$ cat src/include/arm_ctl_regs.vh
// Register offsets, field positions, encodings and reset values of the arming control block
`ifndef ARM_CTL_REGS_VH
`define ARM_CTL_REGS_VH
// APB word offsets (byte addresses)
`define OFS_CMD        12'h000
`define OFS_CFG_START  12'h004
`define OFS_CFG_STOP   12'h008
`define OFS_LEVEL_REQ  12'h00C
`define OFS_STATE      12'h010
`define OFS_IRQ_STAT   12'h014
`define OFS_IRQ_MASK   12'h018
`define OFS_MODE       12'h01C
// Command register fields (write only, self clearing)
`define CMD_CODE_LSB   0
`define CMD_CODE_MSB   3
`define CMD_INP_LSB    4
`define CMD_INP_MSB    5
// Command codes
`define CMD_ABORT      4'h1
`define CMD_INIT       4'h2
`define CMD_FUNC       4'h3
`define CMD_IMM_START  4'h4
`define CMD_IMM_STOP   4'h5
`define CMD_TRIGGER    4'h6
`define CMD_DONE       4'h7
// Qualifier config fields
`define CFG_SRC_LSB    0
`define CFG_SRC_MSB    2
`define CFG_SLOPE_BIT  3
`define CFG_LVL_LSB    4
`define CFG_LVL_MSB    5
// Source encodings
`define SRC_FRONT      3'h0
`define SRC_REAR       3'h1
`define SRC_IMM        3'h2
`define SRC_BUS        3'h3
`define SRC_HOLD       3'h4
// Level codes
`define LVL_ECL        2'h0
`define LVL_GND        2'h1
`define LVL_TTL        2'h2
// Level request thresholds in millivolts, signed 16 bit
`define LVL_LO_MV      16'hFC18
`define LVL_HI_MV      16'h03E8
// Reset values: source immediate, slope positive, level TTL
`define CFG_RESET      6'h22
// Level request after reset, 1600 mV
`define LVL_REQ_RESET  16'h0640
// Interrupt bits
`define IRQ_ARM_IGN    0
`define IRQ_CONFLICT   1
`define IRQ_DONE       2
// Error codes reported in the state register
`define ERR_ARM_IGN    8'hD4
`define ERR_CONFLICT   8'hCD
`endif

$ cat src/rtl/level_quantizer.v
// Quantizes a requested trigger level in millivolts to one of three codes
`timescale 1ns/1ps
`include "arm_ctl_regs.vh"
module level_quantizer (
  input  wire [15:0] req_mv,   // Signed request in millivolts
  output reg  [1:0]  lvl_code  // Quantized level code
);
  // three nominal bands
  always @* begin
    if ($signed(req_mv) < $signed(`LVL_LO_MV))
      lvl_code = `LVL_ECL;
    else if ($signed(req_mv) <= $signed(`LVL_HI_MV))
      lvl_code = `LVL_GND;
    else
      lvl_code = `LVL_TTL;
  end
endmodule

$ cat src/rtl/arm_qualifier.v
// One arm qualifier: source select, slope edge detection and one-shot override
`timescale 1ns/1ps
`include "arm_ctl_regs.vh"
module arm_qualifier (
  input  wire       pclk,       // Clock
  input  wire       presetn,    // Async reset, active low
  input  wire [2:0] src,        // Programmed source
  input  wire       slope_neg,  // Falling edge when set
  input  wire [1:0] lvl,        // Programmed level code
  input  wire [2:0] front_cmp,  // Front comparator outputs per level code
  input  wire       rear_in,    // Rear trigger input, fixed TTL threshold
  input  wire       enable,     // Arming enabled by initiate
  input  wire       clear,      // Drop satisfaction once the wait for arm ends
  input  wire       imm_cmd,    // One-shot immediate arm
  input  wire       bus_trig,   // Bus trigger command
  output reg        sat_r       // Qualifier satisfied
);
  reg  sig_d_r;
  reg  sig;
  wire edge_hit;

  // level picks the front comparator only; R16: rear uses TTL
  always @* begin
    case (src)
      `SRC_FRONT: sig = front_cmp[lvl];
      `SRC_REAR:  sig = rear_in;
      default:    sig = 1'b0;
    endcase
  end

  assign edge_hit = slope_neg ? (sig_d_r & ~sig) : (~sig_d_r & sig);

  // Previous sample for edge detection
  always @(posedge pclk or negedge presetn) begin
    if (!presetn)
      sig_d_r <= 1'b0;
    else
      sig_d_r <= sig;
  end

  // satisfaction per source; R15: imm always, hold waits, bus on trigger
  // nothing arms unless enabled; R7 R8: override ignores source
  always @(posedge pclk or negedge presetn) begin
    if (!presetn)
      sat_r <= 1'b0;
    else if (clear || !enable)
      sat_r <= 1'b0;
    else if (imm_cmd || src == `SRC_IMM)
      sat_r <= 1'b1;
    else if (src == `SRC_BUS && bus_trig)
      sat_r <= 1'b1;
    else if ((src == `SRC_FRONT || src == `SRC_REAR) && edge_hit)
      sat_r <= 1'b1;
  end
endmodule

$ cat src/rtl/arm_ctl.v
// Measurement arming and sequencing controller with APB register access
//
// Contract
// Abort ends measurement on addressed input and idles its sequencer.
// Abort addresses one of three inputs; no number means input one.
// In continuous mode abort drops current measurement then resumes.
// New function or initiate aborts measurement in progress implicitly.
// Host must send word-serial clear to leave a pending query.
// Two independent start and stop qualifiers with source, slope, level; both level fields load from one level request.
// Immediate start arm satisfies start now, current measurement only.
// Immediate stop arm satisfies stop now, current measurement only.
// After one-shot arm, settings stay; next measurement waits normally.
// Configuration never arms; only initiate enables arming.
// Immediate arm without initiated measurement is ignored, error -212.
// Initiate moves addressed sequencer from idle to wait-for-arm.
// Trigger level applies only to front-panel arm source.
// Level request quantized to -1.3 V, 0 V or 1.6 V.
// Immediate source always true; hold waits for immediate; bus waits trigger.
// Rear-panel trigger source ignores level, uses TTL threshold.
// Front start source with different stop source gives error -205 at initiate.
// Outside continuous mode, completed measurement returns sequencer to idle.
`timescale 1ns/1ps
`include "arm_ctl_regs.vh"
module arm_ctl #(
  parameter NUM_INPUTS = 3               // Input channels
) (
  input  wire        pclk,               // APB clock, 200 MHz
  input  wire        presetn,            // Async reset, active low
  input  wire        psel,               // APB select
  input  wire        penable,            // APB enable
  input  wire        pwrite,             // APB write
  input  wire [11:0] paddr,              // APB byte address
  input  wire [31:0] pwdata,             // APB write data
  output wire [31:0] prdata,             // APB read data
  output wire        pready,             // APB ready, always high
  output wire        pslverr,            // APB error on unmapped address
  input  wire [2:0]  front_cmp,          // Front arm comparators per level code
  input  wire        rear_trig,          // Rear trigger input
  input  wire        meas_done,          // Measurement engine finished
  output reg  [2:0]  meas_run_r,         // Measuring, one bit per input
  output reg  [1:0]  front_lvl_r,        // Level code driven to front comparator
  output wire        irq                 // Level interrupt
);
  localparam ST_IDLE = 2'h0;
  localparam ST_WAIT = 2'h1;
  localparam ST_MEAS = 2'h2;

  reg  [5:0]  cfg_start_r;
  reg  [5:0]  cfg_stop_r;
  reg  [15:0] lvl_req_r;
  reg  [2:0]  irq_stat_r;
  reg  [2:0]  irq_mask_r;
  reg  [2:0]  cont_r;
  reg  [7:0]  err_r;
  reg  [1:0]  st_r [0:2];
  reg  [1:0]  st_nxt [0:2];
  reg  [31:0] rdata_r;
  reg  [31:0] rd_mux;
  reg         map_hit;
  reg  [1:0]  act_r;
  wire        wr;
  wire        rd;
  wire        cmd_wr;
  wire [3:0]  cmd_code;
  wire [1:0]  cmd_inp;
  wire [1:0]  inp_idx;
  wire [1:0]  q_lvl;
  wire        start_sat;
  wire        stop_sat;
  wire        active;
  wire        conflict;
  wire        imm_any;
  wire        imm_ign;
  wire        arm_en;
  wire        arm_clr;
  integer     i;

  // Access on the enable phase; zero wait states
  assign wr      = psel & penable & pwrite;
  assign rd      = psel & penable & ~pwrite;
  assign pready  = 1'b1;
  assign pslverr = psel & penable & ~map_hit;
  assign prdata  = rdata_r;

  // Address decode
  always @* begin
    case (paddr)
      `OFS_CMD, `OFS_CFG_START, `OFS_CFG_STOP, `OFS_LEVEL_REQ,
      `OFS_STATE, `OFS_IRQ_STAT, `OFS_IRQ_MASK, `OFS_MODE: map_hit = 1'b1;
      default: map_hit = 1'b0;
    endcase
  end

  assign cmd_wr   = wr & (paddr == `OFS_CMD);
  assign cmd_code = pwdata[`CMD_CODE_MSB:`CMD_CODE_LSB];
  assign cmd_inp  = pwdata[`CMD_INP_MSB:`CMD_INP_LSB];
  // input field 0 means default input one, 1..3 name inputs
  assign inp_idx  = (cmd_inp == 2'h0) ? 2'h0 : (cmd_inp - 2'h1);

  // quantizer feeds the stored level code
  level_quantizer u_quant (
    .req_mv   (lvl_req_r),
    .lvl_code (q_lvl)
  );

  // Qualifier settings; writing them never arms
  always @(posedge pclk or negedge presetn) begin
    if (!presetn) begin
      cfg_start_r <= `CFG_RESET;
      cfg_stop_r  <= `CFG_RESET;
      lvl_req_r   <= `LVL_REQ_RESET;
      irq_mask_r  <= 3'h0;
      cont_r      <= 3'h0;
    end else if (wr) begin
      case (paddr)
        `OFS_CFG_START: cfg_start_r <= {cfg_start_r[5:4], pwdata[3:0]};
        `OFS_CFG_STOP:  cfg_stop_r  <= {cfg_stop_r[5:4], pwdata[3:0]};
        `OFS_LEVEL_REQ: lvl_req_r   <= pwdata[15:0];
        `OFS_IRQ_MASK:  irq_mask_r  <= pwdata[2:0];
        `OFS_MODE:      cont_r      <= pwdata[2:0];
        default:        cont_r      <= cont_r;
      endcase
    end else begin
      // Quantized level lands in both qualifiers' level field
      cfg_start_r[5:4] <= q_lvl;
      cfg_stop_r[5:4]  <= q_lvl;
    end
  end

  // Shared arming hardware serves the channel that was last initiated
  assign active   = (st_r[act_r] != ST_IDLE);
  assign arm_en   = (st_r[act_r] == ST_WAIT);
  assign arm_clr  = (st_r[act_r] != ST_WAIT);
  assign imm_any  = cmd_wr & ((cmd_code == `CMD_IMM_START) | (cmd_code == `CMD_IMM_STOP));
  // immediate arm outside wait state is ignored
  assign imm_ign  = imm_any & ~arm_en;
  // front start with any other stop source
  assign conflict = (cfg_start_r[2:0] == `SRC_FRONT) && (cfg_stop_r[2:0] != `SRC_FRONT);

  arm_qualifier u_start (
    .pclk      (pclk),
    .presetn   (presetn),
    .src       (cfg_start_r[2:0]),
    .slope_neg (cfg_start_r[3]),
    .lvl       (cfg_start_r[5:4]),
    .front_cmp (front_cmp),
    .rear_in   (rear_trig),
    .enable    (arm_en),
    .clear     (arm_clr),
    .imm_cmd   (cmd_wr & (cmd_code == `CMD_IMM_START) & arm_en),
    .bus_trig  (cmd_wr & (cmd_code == `CMD_TRIGGER)),
    .sat_r     (start_sat)
  );

  arm_qualifier u_stop (
    .pclk      (pclk),
    .presetn   (presetn),
    .src       (cfg_stop_r[2:0]),
    .slope_neg (cfg_stop_r[3]),
    .lvl       (cfg_stop_r[5:4]),
    .front_cmp (front_cmp),
    .rear_in   (rear_trig),
    .enable    (arm_en),
    .clear     (arm_clr),
    .imm_cmd   (cmd_wr & (cmd_code == `CMD_IMM_STOP) & arm_en),
    .bus_trig  (cmd_wr & (cmd_code == `CMD_TRIGGER)),
    .sat_r     (stop_sat)
  );

  // Sequencer next state per input
  always @* begin
    for (i = 0; i < NUM_INPUTS; i = i + 1) begin
      st_nxt[i] = st_r[i];
      case (st_r[i])
        ST_IDLE: begin
          // initiate enters wait-for-arm
          if (cmd_wr && cmd_code == `CMD_INIT && inp_idx == i && !conflict)
            st_nxt[i] = ST_WAIT;
        end
        ST_WAIT: begin
          if (i == act_r && start_sat && stop_sat)
            st_nxt[i] = ST_MEAS;
        end
        ST_MEAS: begin
          // completion idles unless continuous
          if (meas_done && i == act_r)
            st_nxt[i] = cont_r[i] ? ST_WAIT : ST_IDLE;
        end
        default: st_nxt[i] = ST_IDLE;
      endcase
      // abort idles the addressed input; R3: continuous resumes
      // function select or initiate acts as an implied abort
      if (cmd_wr && inp_idx == i && st_r[i] != ST_IDLE &&
          (cmd_code == `CMD_ABORT || cmd_code == `CMD_FUNC || cmd_code == `CMD_INIT))
        st_nxt[i] = (cont_r[i] || cmd_code == `CMD_INIT) ? ST_WAIT : ST_IDLE;
    end
  end

  // Sequencer state and run outputs; R9: arm clears once wait ends
  always @(posedge pclk or negedge presetn) begin
    if (!presetn) begin
      for (i = 0; i < 3; i = i + 1)
        st_r[i] <= ST_IDLE;
      meas_run_r  <= 3'h0;
      act_r       <= 2'h0;
      front_lvl_r <= `LVL_TTL;
    end else begin
      for (i = 0; i < NUM_INPUTS; i = i + 1) begin
        st_r[i]       <= st_nxt[i];
        meas_run_r[i] <= (st_nxt[i] == ST_MEAS);
      end
      if (cmd_wr && cmd_code == `CMD_INIT)
        act_r <= inp_idx;
      front_lvl_r <= cfg_start_r[5:4];
    end
  end

  // Error code and sticky events; set wins over read clear
  always @(posedge pclk or negedge presetn) begin
    if (!presetn) begin
      err_r      <= 8'h00;
      irq_stat_r <= 3'h0;
    end else begin
      // Clear only what the setup phase captured; later events stay pending
      if (rd && paddr == `OFS_IRQ_STAT)
        irq_stat_r <= irq_stat_r & ~rdata_r[2:0];
      // arm ignored error
      if (imm_ign) begin
        err_r <= `ERR_ARM_IGN;
        irq_stat_r[`IRQ_ARM_IGN] <= 1'b1;
      end
      // conflict reported at initiate
      if (cmd_wr && cmd_code == `CMD_INIT && conflict) begin
        err_r <= `ERR_CONFLICT;
        irq_stat_r[`IRQ_CONFLICT] <= 1'b1;
      end
      if (meas_done && st_r[act_r] == ST_MEAS)
        irq_stat_r[`IRQ_DONE] <= 1'b1;
    end
  end

  assign irq = |(irq_stat_r & irq_mask_r);

  // Read mux
  always @* begin
    case (paddr)
      `OFS_CFG_START: rd_mux = {26'h0, cfg_start_r};
      `OFS_CFG_STOP:  rd_mux = {26'h0, cfg_stop_r};
      `OFS_LEVEL_REQ: rd_mux = {16'h0, lvl_req_r};
      `OFS_STATE:     rd_mux = {13'h0, active, act_r, err_r, 2'h0, st_r[2], st_r[1], st_r[0]};
      `OFS_IRQ_STAT:  rd_mux = {29'h0, irq_stat_r};
      `OFS_IRQ_MASK:  rd_mux = {29'h0, irq_mask_r};
      `OFS_MODE:      rd_mux = {29'h0, cont_r};
      default:        rd_mux = 32'h0;
    endcase
  end

  // Read data registered in the setup phase so it is stable at access
  always @(posedge pclk or negedge presetn) begin
    if (!presetn)
      rdata_r <= 32'h0;
    else if (psel && !penable && !pwrite)
      rdata_r <= rd_mux;
  end
endmodule

$ cat config.mk
export PLATFORM = sky130hd
export DESIGN_NAME = arm_ctl
export DESIGN_NICKNAME = d
export VERILOG_FILES = /design/src/rtl/level_quantizer.v /design/src/rtl/arm_qualifier.v /design/src/rtl/arm_ctl.v
export VERILOG_INCLUDE_DIRS = /design/src /design/src/include
export SDC_FILE = /design/constraint.sdc
export NUM_CORES = 1
export LEC_CHECK = 0
export CAP_MARGIN = 20
export CORE_MARGIN = 2
export CORE_UTILIZATION = 50
export CTS_CLUSTER_DIAMETER = 40
export DETAILED_ROUTE_END_ITERATION = 16
export DONT_BUFFER_PORTS = 1
export GPL_TIMING_DRIVEN = 0
export HOLD_SLACK_MARGIN = 0.02
export SLEW_MARGIN = 20
export SYNTH_ARGS = -nofsm -noshare
export SYNTH_HDL_FRONTEND = slang
export SYNTH_SLANG_ARGS = --single-unit
$ cat constraint.sdc
create_clock -name pclk -period 2.8 [get_ports pclk]
set_clock_uncertainty 0.05 [all_clocks]
set_input_delay 0.14 -clock pclk [delete_from_list [all_inputs] [get_ports pclk]]
set_output_delay 0.14 -clock pclk [all_outputs]
set_load 0.1 [all_outputs]
Word level (Yosys, flattened, before mapping)
Memory sizes are Yosys's and may differ from the RTL's.
Cells that the tools add are included.
{"block": "totals", "regBits": 94, "mem_bits_ro": 32, "inputBits": 54, "out_inout_bits": 40, "word_cells": 221, "n_memories": 1}
{"block": "classes", "add_sub_neg": 1, "order_cmp": 5, "n_eq_ne": 35, "mux": 53, "n_bitwise": 28, "n_reduce_logical": 76}
{"name": "(name not given)", "depth": 32, "width": 1, "rd": 1, "rd_ports_with_merged_regs": 0, "write_ports": 0, "line_no": "arm_ctl.v:87", "rtl": "case (paddr)"}
{"operator": "one-hot mux 19 bit (7 select lines)", "n": 1}
{"operator": "== test 12 x 5 -> 1 bit, second input constant", "n": 4}
{"operator": "two-way mux 2 bit", "n": 19}
{"operator": "logical AND 1 bit", "n": 35}
{"operator": "== test 12 x 4 -> 1 bit, second input constant", "n": 2}
{"operator": "two-way mux 1 bit", "n": 22}
{"operator": "one-hot mux 2 bit (3 select lines)", "n": 3}
{"operator": "bitwise AND 1 bit", "n": 16}
{"operator": "== test 2 bit, second input constant", "n": 8}
{"operator": "less-or-equal comparator 16 x 11 -> 1 bit, second input constant", "n": 1}
{"operator": "less-than comparator 16 x 11 -> 1 bit, second input constant", "n": 1}
{"operator": "two-way mux 8 bit", "n": 2}
{"operator": "nonzero test 2 bit", "n": 8}
{"operator": "== test 12 x 3 -> 1 bit, second input constant", "n": 1}
{"operator": "== test 3 x 2 -> 1 bit, second input constant", "n": 4}
{"operator": "== test 4 x 3 -> 1 bit, second input constant", "n": 3}
{"operator": "zero test 12 bit", "n": 1}
{"operator": "zero test 2 bit", "n": 6}
{"operator": "== test 2 x 1 -> 1 bit, second input constant", "n": 5}
{"operator": "logical OR 1 bit", "n": 10}
{"operator": "AND reduction 2 bit", "n": 5}
{"operator": "== test 4 x 2 -> 1 bit, second input constant", "n": 2}
{"operator": "nonzero test 4 bit", "n": 2}
{"operator": "zero test 7 bit", "n": 1}
{"operator": "other kinds (21)", "n": 36}

Depth between registers and ports, before layout
Gate-level depths: netlist of run 1.
{"block": "depth", "ltp_word": 11, "ltp_mapped": 7}

Cells and area by module
Synthesis of run 1 repeated with hierarchy kept, for this count alone.
{"block": "hier_totals", "hier_cells": 388, "hier_area_um2": 4041.4}
{"module": "arm_ctl", "instances": 1, "cells_per_inst": 343, "area_each_um2": 3673.5, "seq_area_each_um2": 1760.4}
{"module": "arm_qualifier", "instances": 2, "cells_per_inst": 16, "area_each_um2": 138.9, "seq_area_each_um2": 50.0}
{"module": "level_quantizer", "instances": 1, "cells_per_inst": 13, "area_each_um2": 90.1, "seq_area_each_um2": 0.0}

Least setup slack after synthesis of run 1
No wires, ideal clock.
{"block": "synth_path", "kind": "input -> register", "startpoint": "input paddr[0]", "endpoint": "register lvl_req_r[11]", "t_arrival_ns": 1.833, "t_required_ns": 2.625, "path_slack_ns": 0.792, "cell_stages": 6, "path_buffers": 1, "cell_sequence": "or4_4 nor3b_4 and3_4 nand2_4 buf_12 mux2_4"}
{"block": "synth_via", "elab_chain_cells": 2}
{"item": "start: declaration", "line_no": "arm_ctl.v:32", "rtl": "input wire [11:0] paddr,"}
{"item": "== test 12 x 4 -> 1 bit", "line_no": "arm_ctl.v:115", "rtl": "case (paddr)"}
{"item": "AND reduction 2 bit (no source line)"}
{"item": "end signal: assignment", "line_no": "arm_ctl.v:111", "rtl": "lvl_req_r <= `LVL_REQ_RESET;"}
{"item": "end signal: assignment", "line_no": "arm_ctl.v:118", "rtl": "`OFS_LEVEL_REQ: lvl_req_r <= pwdata[15:0];"}
{"item": "end: declaration", "line_no": "arm_ctl.v:50", "rtl": "reg [15:0] lvl_req_r;"}
No other way between the ends.
A chain may end at the register's enable or synchronous reset.

Worst setup path after layout of run 1
{"block": "layout_path", "startpoint": "register act_r[0]", "endpoint": "register err_r[6]"}
{"block": "layout_via", "elab_chain_cells": 8}
{"item": "start: declaration", "line_no": "arm_ctl.v:60", "rtl": "reg [1:0] act_r;"}
{"item": "start signal: assignment", "line_no": "arm_ctl.v:213", "rtl": "act_r <= inp_idx;"}
{"item": "inverter 2 -> 3 bit (implied by the code)", "line_no": "arm_ctl.v:132", "rtl": "assign arm_en = (st_r[act_r] == ST_WAIT);"}
{"item": "binary-select mux 2 bit (select 2 bit)", "line_no": "arm_ctl.v:132"}
{"item": "two-way mux 2 bit (implied by the code) (2 in a row)", "line_no": "arm_ctl.v:132"}
{"item": "== test 2 x 1 -> 1 bit", "line_no": "arm_ctl.v:132"}
{"item": "inverter 1 bit", "line_no": "arm_ctl.v:136", "rtl": "assign imm_ign = imm_any & ~arm_en;"}
{"item": "bitwise AND 1 bit", "line_no": "arm_ctl.v:136"}
{"item": "nonzero test 2 bit (no source line)"}
{"item": "end signal: assignment", "line_no": "arm_ctl.v:229", "rtl": "err_r <= `ERR_ARM_IGN;"}
{"item": "end signal: assignment", "line_no": "arm_ctl.v:234", "rtl": "err_r <= `ERR_CONFLICT;"}
{"item": "end: declaration", "line_no": "arm_ctl.v:54", "rtl": "reg [7:0] err_r;"}
No other way between the ends. The select of a mux whose other input is x is not followed.

==> results of run 1 <==
[kinds of logic (layout without fill, tap and decap cells)]
| family | after synthesis | in the layout | share of synthesized area |
|---|---|---|---|
| muxes | 43 | 43 | 0.142 |
| other | 2 | 14 | 0.00191 |
| AOI/OAI and AO/OA | 69 | 69 | 0.117 |
| buffers and inverters | 36 | 73 | 0.0526 |
| DFF | 74 | 74 | 0.474 |
| and+or+nand+nor | 153 | 153 | 0.213 |
[repair_timing]
item                      in CTS  in global routing
hold buffers                  21                  0
gates resized for setup        0                  0
hold endpoints to repair     108                  0
[registers in the layout, indices dropped and copies added (netlist names)]
signal	cells
prdata	19
lvl_req_r	16
cfg_stop_r	6
st_r	6
cfg_start_r	4
cont_r	3
err_r	3
irq_mask_r	3
irq_stat_r	3
meas_run_r	3
act_r	2
front_lvl_r	2
u_start.sat_r	1
u_start.sig_d_r	1
u_stop.sat_r	1
u_stop.sig_d_r	1
[area by class of cell]
| cell class | instances | share of cell area |
|---|---|---|
| multi-input cells | 279 | 0.423 |
| flip-flops and latches | 74 | 0.413 |
| repair buffers | 21 | 0.0505 |
| plain buffers | 31 | 0.0416 |
| clock buffers | 10 | 0.0283 |
| well taps | 102 | 0.0283 |
| clock inverters | 6 | 0.0108 |
| inverters | 5 | 0.00416 |
[worst paths after layout]
path                                        to  cells after the start
worst max register to register        err_r[6]                      6
worst max-delay path                  err_r[6]                      6
worst min-delay path                  act_r[0]                      2
worst min register to register  front_lvl_r[1]                      0
max in group asynchronous       cfg_start_r[1]                      2
min in group asynchronous           prdata[18]                      2
[power breakdown]
group / leakage [nW] / switching, W / internal, W
logic: 0.987 / 0.000161 / 0.0000603
clock network: 0.0795 / 0.000437 / 0.000330
registers: 0.988 / 0.0000111 / 0.00107
total: 2.05 / 0.000610 / 0.00146
[through the flow]
step	hold WS [ns]	cell area, um^2	util	setup WS, ns
floorplan	-0.206	3970	-	0.792
finish	0.0288	4510	0.586	0.410
global placement	-0.204	4100	0.533	0.351
CTS	0.0212	4510	0.586	0.433
global route	0.0428	4510	0.586	0.239
detailed placement	-0.203	4100	0.534	0.321
[critical path: cells and delay by family, from the launching register on]
family	cells	cell delay (ns)
buf+inv	1	0.36
simple gates	3	1.07
flops	1	0.33
compound gates	2	0.47
[metal layers]
| metal | vias up | global-route usage |
|---|---|---|
| li1 | 1436 | - |
| met1 | 1546 | 0.346 |
| met2 | 98 | 0.370 |
| met3 | 15 | 0.0407 |
| met4 | 0 | 0.0809 |
| met5 | - | 0 |
[synth_stat cells, types with 3 or more instances]
cell      count
dfstp_2       7
a21oi_1      14
clkbuf_1     14
nand4_1       4
and3_1        4
mux4_2        3
nand2_1      39
mux2_2       27
nor4bb_1      3
inv_1         5
or3_1         3
a22oi_1       9
nand3b_1      7
nand2b_1      4
buf_4        14
mux2_4       11
nor3b_1       5
o21ai_0      23
nor2b_1       5
nor2_1       31
nor3_1        5
nand3_1      19
nor4_1        5
dfrtp_1      67
o22ai_1       3
==> results.tsv, run 1 <==
metric	value	unit
run_status	finished, final reports clean	
grt_pass1_wl	16000	um
maxCapViolCount	0	
hpwl	6930	um
wl_met2	4520	um
fmax	418	MHz
cp.arrival	2.58	ns
postCtsSetupBuffers	0	
wl_met1	4550	um
drtIter0Drc	142	
cpMaxStageDelayCell	or3b_2	
syn_avg_cell_area	10.4	um^2
grt_pass1_vias	3053	
p_per_area	460	mW/mm^2
ir_drop	0.318	mV
rsz0062_at_grt	no	
start_util	0.511	
overflow	0	
min_period	2.39	ns
vias	3095	
synth_edf_count	0	
max-clock-path-buffers	2	
final-hold-violation-count	0	
ant_nets	0	
final_cell_mix	dfrtp_1 (67), nand2_1 (39), nor2_1 (30)	
cts_tree	built	
mostFrequentLayoutCell	dfrtp_1	
dp.cells	491	
path_clk_slew	0.09	ns
seq_area	0.00186	mm^2
ys.warnings.count	0	
critPathLaunch	act_r[0]	
nNetsFinal	475	
slowest_delay	0.45	ns
fp.dieW	92.6	um
drive_gt1_frac	0.225	
grtUsageTotal	0.240	
worstSetupPathType	flop to flop	
viasPerCell	5.86	
netlist_area	0.00393	mm^2
num_antenna_cells	0	
num_rows	32	
boundaryPins	94	
worstMarginPinSlew	1.11	ns
ys_async_sr_fraction	1.00	
r2r_start	act_r[0]	
required	2.99	ns
die_area	0.00858	mm^2
numPortBuffers	0	
htreeDepth	3	
wl	9730	um
hold_path_startpoint	pwdata[4]	
drc	0	
post-route-period-util	0.854	
wl_per_cell	18.4	um
cts_inserted_buffers	9	
rrSetupSlack	0.41	ns
clock-sinks	74	
worstHoldPathType	input port to flop	
route.met3.wl	509	um
cp-start-kind	flop	
dr.max_layer_used	met4	
crit_path_end_kind	flop	
multi_input_area	0.00191	mm^2
setup_tns	0	ns
clockRootBuffer	clkbuf_8	
synth_top_area_share	0.427	
synth_cell_type_count	61	
synth_seq_cells	74	
grt_antenna_before_repair	0	
p_leak	2.05	nW
synth_largest_area_cell	dfrtp_1	
synthTopCellsByArea	dfrtp_1 (43%), mux2_2 (7.7%), dfstp_2 (4.7%)	
synth.yosys.seq_area_share	0.474	
timing.slew.headroom	0.260	
finalNonFillerCells	528	
die_height	92.6	um
dr.pass1.iters	4	
power	0.00207	W
synthToLayoutAreaGrowth	14.7	%
gp_congestion	0.853	
finalSetupViolations	0	
num-fill-cells	676	
coreArea	0.00769	mm^2
grt_max_degree	75	
clock_latency	0.36	ns
slew_viol_final	0	
path_cells	clkbuf_1 > nor2b_1 > o2bb2ai_1 > o211ai_1 > and4b_1 > or3b_2	
path_max_fanout	10	
synth_ff_type	dfrtp_1	
syn_inst	377	
(Power assumes the default switching activity.)
==> run 2, diff against run 1 <==
BUFFER_PORTS_ARGS = -buffer_cell sky130_fd_sc_hd__buf_4   (was not set)
CORE_UTILIZATION = 49   (was 50)
DONT_BUFFER_PORTS = not set   (was 1)
PLACE_DENSITY = 0.77   (was not set)
clock period = 2 ns   (was 2.8 ns; I/O delays follow)
==> run 2 against run 1 <==
- clock power grew 30%
- fmax grew 23%
- setup slack lost 0.35 ns
- critical endpoint unchanged
- largest cell class unchanged
==> results.tsv, run 2 (same netlist as run 1, synthesis figures left out) <==
metric	value	unit	change
worstHoldPathType	input port to flop		unchanged
vias	3337		was 3095
run_status	finished, final reports clean		unchanged
cts_inserted_buffers	9		unchanged
path_clk_slew	0.08	ns	was 0.09 ns
fin_area	0.00494	mm^2	was 0.00451 mm^2
dp.cells	551		was 491
min_period	1.94	ns	was 2.39 ns
start_util	0.508		was 0.511
worstSetupPathType	flop to flop		unchanged
finalNonFillerCells	585		was 528
grt_antenna_before_repair	0		unchanged
p_leak	2.35	nW	was 2.05 nW
htreeDepth	3		unchanged
overflow	0		unchanged
synthToLayoutAreaGrowth	25.8	%	was 14.7%
gp_congestion	0.900		was 0.853
wl	9640	um	was 9730 um
cp-start-kind	flop		unchanged
ir_drop	0.330	mV	was 0.318 mV
ant_nets	0		unchanged
coreArea	0.00773	mm^2	was 0.00769 mm^2
slew_viol_final	0		unchanged
wl_met1	4100	um	was 4550 um
timing.slew.headroom	0.376		was 0.260
grt_pass1_vias	3343		was 3053
crit_path_end_kind	flop		unchanged
numPortBuffers	60		was 0
p_per_area	583	mW/mm^2	was 460 mW/mm^2
die_height	93.5	um	was 92.6 um
final-hold-violation-count	0		unchanged
cp.arrival	2.12	ns	was 2.58 ns
largest_register_ffs	19		unchanged
rsz0062_at_grt	no		unchanged
viasPerCell	5.70		was 5.86
drc	0		unchanged
wl_met2	4580	um	was 4520 um
grtUsageTotal	0.234		was 0.240
route.met3.wl	656	um	was 509 um
hold_slack	0.0385	ns	was 0.0288 ns
dr.max_layer_used	met4		unchanged
clockRootBuffer	clkbuf_8		unchanged
grt_pass1_wl	15900	um	was 16000 um
finalSetupViolations	0		unchanged
mostFrequentLayoutCell	buf_4		was dfrtp_1
path_max_fanout	9		was 10
final_cell_mix	buf_4 (76), dfrtp_1 (65), nand2_1 (39)		was dfrtp_1 (67), nand2_1 (39), nor2_1 (30)
clock-sinks	74		unchanged
max-clock-path-buffers	2		unchanged
drive_gt1_frac	0.337		was 0.225
drtIter0Drc	222		was 142
num_rows	32		unchanged
placed_area	0.00455	mm^2	was 0.00410 mm^2
clock_latency	0.35	ns	was 0.36 ns
dr.pass1.iters	5		was 4
cts_tree	built		unchanged
power	0.00288	W	was 0.00207 W
hpwl	7030	um	was 6930 um
maxCapViolCount	0		unchanged
die_area	0.00875	mm^2	was 0.00858 mm^2
fmax	515	MHz	was 418 MHz
wl_per_cell	16.5	um	was 18.4 um
required	2.17	ns	was 2.99 ns
boundaryPins	94		unchanged
nNetsFinal	532		was 475
num_antenna_cells	0		unchanged
grt_max_degree	75		unchanged
post-route-period-util	0.972		was 0.854
fp.dieW	93.5	um	was 92.6 um
worstMarginPinSlew	0.936	ns	was 1.11 ns
run 2: cell count changes in the layout (fill, tap and decap cells not counted), sizes merged:
cell,before,now
inv,7,5
dlygate4sd3,20,17
clkinvlp,3,1
buf,18,80
clkinv,1,4
clkbuf,24,23
run 2: final cells by class:
| class | count | area [um^2] |
|---|---|---|
| buffer | 29 | 180 |
| clock buffer | 11 | 131 |
| clock inverter | 5 | 31.3 |
| fill | 637 | 2790 |
| inverter | 5 | 18.8 |
| multi-input combinational | 279 | 1930 |
| sequential | 74 | 1860 |
| tap | 102 | 128 |
| timing repair buffer | 80 | 656 |
run 2: final timing paths:
check	from	end	slack [ns]	cells after the start
worst max register to register	act_r[1]	err_r[6]	0.06	5
worst max-delay path	act_r[1]	err_r[6]	0.06	5
worst min-delay path	rear_trig	u_stop.sig_d_r	0.04	3
worst min register to register	prdata[16]	prdata[16]	0.43	2
max in group asynchronous	presetn	act_r[0]	0.84	2
min in group asynchronous	presetn	cfg_start_r[0]	0.36	2
run 2: report_power, final:
part	switching [W]	internal, W
Combinational	0.000248	0.000120
Clock	0.000552	0.000447
Sequential	0.00000864	0.00150
Total	0.000808	0.00207
run 2: per-layer routing:
metal | global-route usage | up-vias
met1 | 0.306 | 1615
met4 | 0.111 | 0
met5 | 0 | -
met3 | 0.0500 | 27
li1 | - | 1550
met2 | 0.372 | 145
run 2: worst max-delay path, stage by stage, from the launching register on:
cell and delay, ns:
dfrtp_2 0.50, mux2i_1 0.16, o2bb2ai_2 0.19, o211ai_1 0.17, and4b_2 0.31, or3b_2 0.44
run 2: metrics by stage:
stage               TNS (ns)  utilization  worst slack, ns
floorplan                  0            -           0.0321
global placement       -8.04        0.589           -0.370
detailed placement     -8.44        0.589           -0.313
CTS                        0        0.633           0.0355
global route               0        0.639          0.00238
finish                     0        0.639           0.0565
run 2: timing repair:
action	in CTS	in global routing
setup endpoints to repair	2	19
pin swaps	1	0
resized for setup	4	4
hold buffers	17	0
buffers inserted	1	2
hold endpoints to repair	87	0
==> run 3, diff against run 2 <==
ABC_CLOCK_PERIOD_IN_PS = 2000   (was not set)
CELL_PAD_IN_SITES_DETAIL_PLACEMENT = 0   (was not set)
CELL_PAD_IN_SITES_GLOBAL_PLACEMENT = 1   (was not set)
CORE_UTILIZATION = 37   (was 49)
PLACE_DENSITY = not set   (was 0.77)
PLACE_DENSITY_LB_ADDON = 0.1   (was not set)
SLEW_MARGIN = not set   (was 20)
==> run 3 against run 2 <==
- combinational power increased by 1%
- via count decreased by 4.0%
- sequential power about the same
- sequential share of layout area decreased by 0.85 points
- fmax increased by 2.0%
- first-iteration DRC count decreased by 31%
- power increased by 6.6%
- critical path depth unchanged
- utilization decreased by 15 points
- wire length increased by 11%
- final cell count increased by 7.0%
- largest power group unchanged
==> results.tsv, run 3 (same netlist as run 1, synthesis figures left out) <==
metric	value	unit	change
cp-start-kind	flop		unchanged
hold_slack	0.0303	ns	was 0.0385 ns
num_rows	37		was 32
hpwl	7600	um	was 7030 um
worstSetupPathType	flop to flop		unchanged
r2r_start	act_r[1]		unchanged
boundaryPins	94		unchanged
numPortBuffers	60		unchanged
path_max_fanout	8		was 9
path_cells	mux2i_1 > o2bb2ai_2 > o211ai_1 > and4b_2 > or3b_2		unchanged
critPathLaunch	act_r[1]		unchanged
fp.dieW	107	um	was 93.5 um
largest_register_ffs	19		unchanged
synthToLayoutAreaGrowth	28.8	%	was 25.8%
grt_antenna_before_repair	0		unchanged
final-hold-violation-count	0		unchanged
final_cell_mix	buf_4 (84), dfrtp_1 (64), nand2_1 (39)		was buf_4 (76), dfrtp_1 (65), nand2_1 (39)
vias	3203		was 3337
whs_path_depth	2		was 3
rrSetupSlack	0.09	ns	was 0.06 ns
grt_pass1_wl	17300	um	was 15900 um
cp_top_family	simple AND/OR/NAND/NOR gates		unchanged
power	0.00307	W	was 0.00288 W
fmax	525	MHz	was 515 MHz
htreeDepth	3		unchanged
cts_tree	built		unchanged
slew_viol_final	0		unchanged
clock_latency	0.36	ns	was 0.35 ns
p_per_area	607	mW/mm^2	was 583 mW/mm^2
finalSetupViolations	0		unchanged
die_height	107	um	was 93.5 um
drc	0		unchanged
min_period	1.91	ns	was 1.94 ns
dr.pass1.iters	4		was 5
rsz0062_at_grt	no		unchanged
timing.slew.headroom	0.367		was 0.376
p_leak	2.39	nW	was 2.35 nW
hold_path_startpoint	pwdata[2]		was rear_trig
post-route-period-util	0.953		was 0.972
required	2.18	ns	was 2.17 ns
wl	10700	um	was 9640 um
viasPerCell	5.12		was 5.70
wl_per_cell	17.1	um	was 16.5 um
grtUsageTotal	0.196		was 0.234
nNetsFinal	539		was 532
worstHoldPathType	input port to flop		unchanged
clockRootBuffer	clkbuf_8		unchanged
num_antenna_cells	0		unchanged
path_clk_slew	0.09	ns	was 0.08 ns
mostFrequentLayoutCell	buf_4		unchanged
crit_path_end_kind	flop		unchanged
cts_inserted_buffers	9		unchanged
gp_congestion	0.820		was 0.900
rr_worst_depth	5		unchanged
cpMaxStageDelayCell	dfrtp_2		unchanged
ant_nets	0		unchanged
r2r-end	err_r[6]		unchanged
cp.arrival	2.09	ns	was 2.12 ns
coreArea	0.0103	mm^2	was 0.00773 mm^2
slowest_delay	0.49	ns	was 0.50 ns
worstMarginPinSlew	0.950	ns	was 0.936 ns
drtIter0Drc	153		was 222
drive_gt1_frac	0.351		was 0.337
ir_drop	0.321	mV	was 0.330 mV
grt_pass1_vias	3177		was 3343
die_area	0.0115	mm^2	was 0.00875 mm^2
setup_tns	0	ns	unchanged
start_util	0.380		was 0.508
max-clock-path-buffers	2		unchanged
path_buf_inv	0		unchanged
hold_path_end	irq_mask_r[2]		was u_stop.sig_d_r
run_status	finished, final reports clean		unchanged
clock-sinks	74		unchanged
grt_max_degree	75		unchanged
maxCapViolCount	0		unchanged
overflow	0		unchanged
[run 3: timing repair]
action / CTS / global route
endpoints found under the hold margin: 84 / 0
gates cloned: 0 / 0
gates resized for setup: 6 / 3
hold buffers: 17 / 0
pin swaps: 2 / 1
endpoints found under the setup margin: 4 / 13
buffers inserted: 3 / 7
[run 3: cell type report]
cell class,count,area [um^2]
clock buffers,10,128
plain buffers,29,180
flip-flops and latches,74,1860
repair buffers,87,696
fillers,994,5270
clock inverters,6,68.8
inverters,5,18.8
well taps,136,170
multi-input cells,279,1930
[run 3: metal layers]
metal | GRT usage | wire, um | up-vias
met1 | 0.285 | 5120 | 1557
met4 | 0.0696 | 123 | 0
met5 | 0 | 0 | -
met3 | 0.0292 | 519 | 10
li1 | - | - | 1561
met2 | 0.298 | 4920 | 75
[run 3: worst max-delay path by stage]
stage,endpoint,slack [ns],depth (start not counted)
after global placement,err_r[6],-0.37,5
after floorplan,lvl_req_r[11],0.03,6
final,err_r[6],0.09,5
after global routing,err_r[6],0.01,5
after CTS,err_r[6],0.04,5
after detailed placement,err_r[6],-0.40,5
[run 3: stage by stage]
stage | utilization | worst slack (ns) | instance area, um^2 | instances
after floorplan | - | 0.0321 | 3970 | 389
after global placement | 0.445 | -0.370 | 4590 | 585
after detailed placement | 0.445 | -0.400 | 4590 | 585
after CTS | 0.484 | 0.0375 | 4990 | 619
after global routing | 0.490 | 0.0123 | 5060 | 626
final | 0.490 | 0.0941 | 5060 | 626
[run 3: where the power goes]
group          total, W  switching (W)  internal, W
registers       0.00151     0.00000804      0.00150
logic          0.000373       0.000253     0.000120
clock network   0.00118       0.000606     0.000578
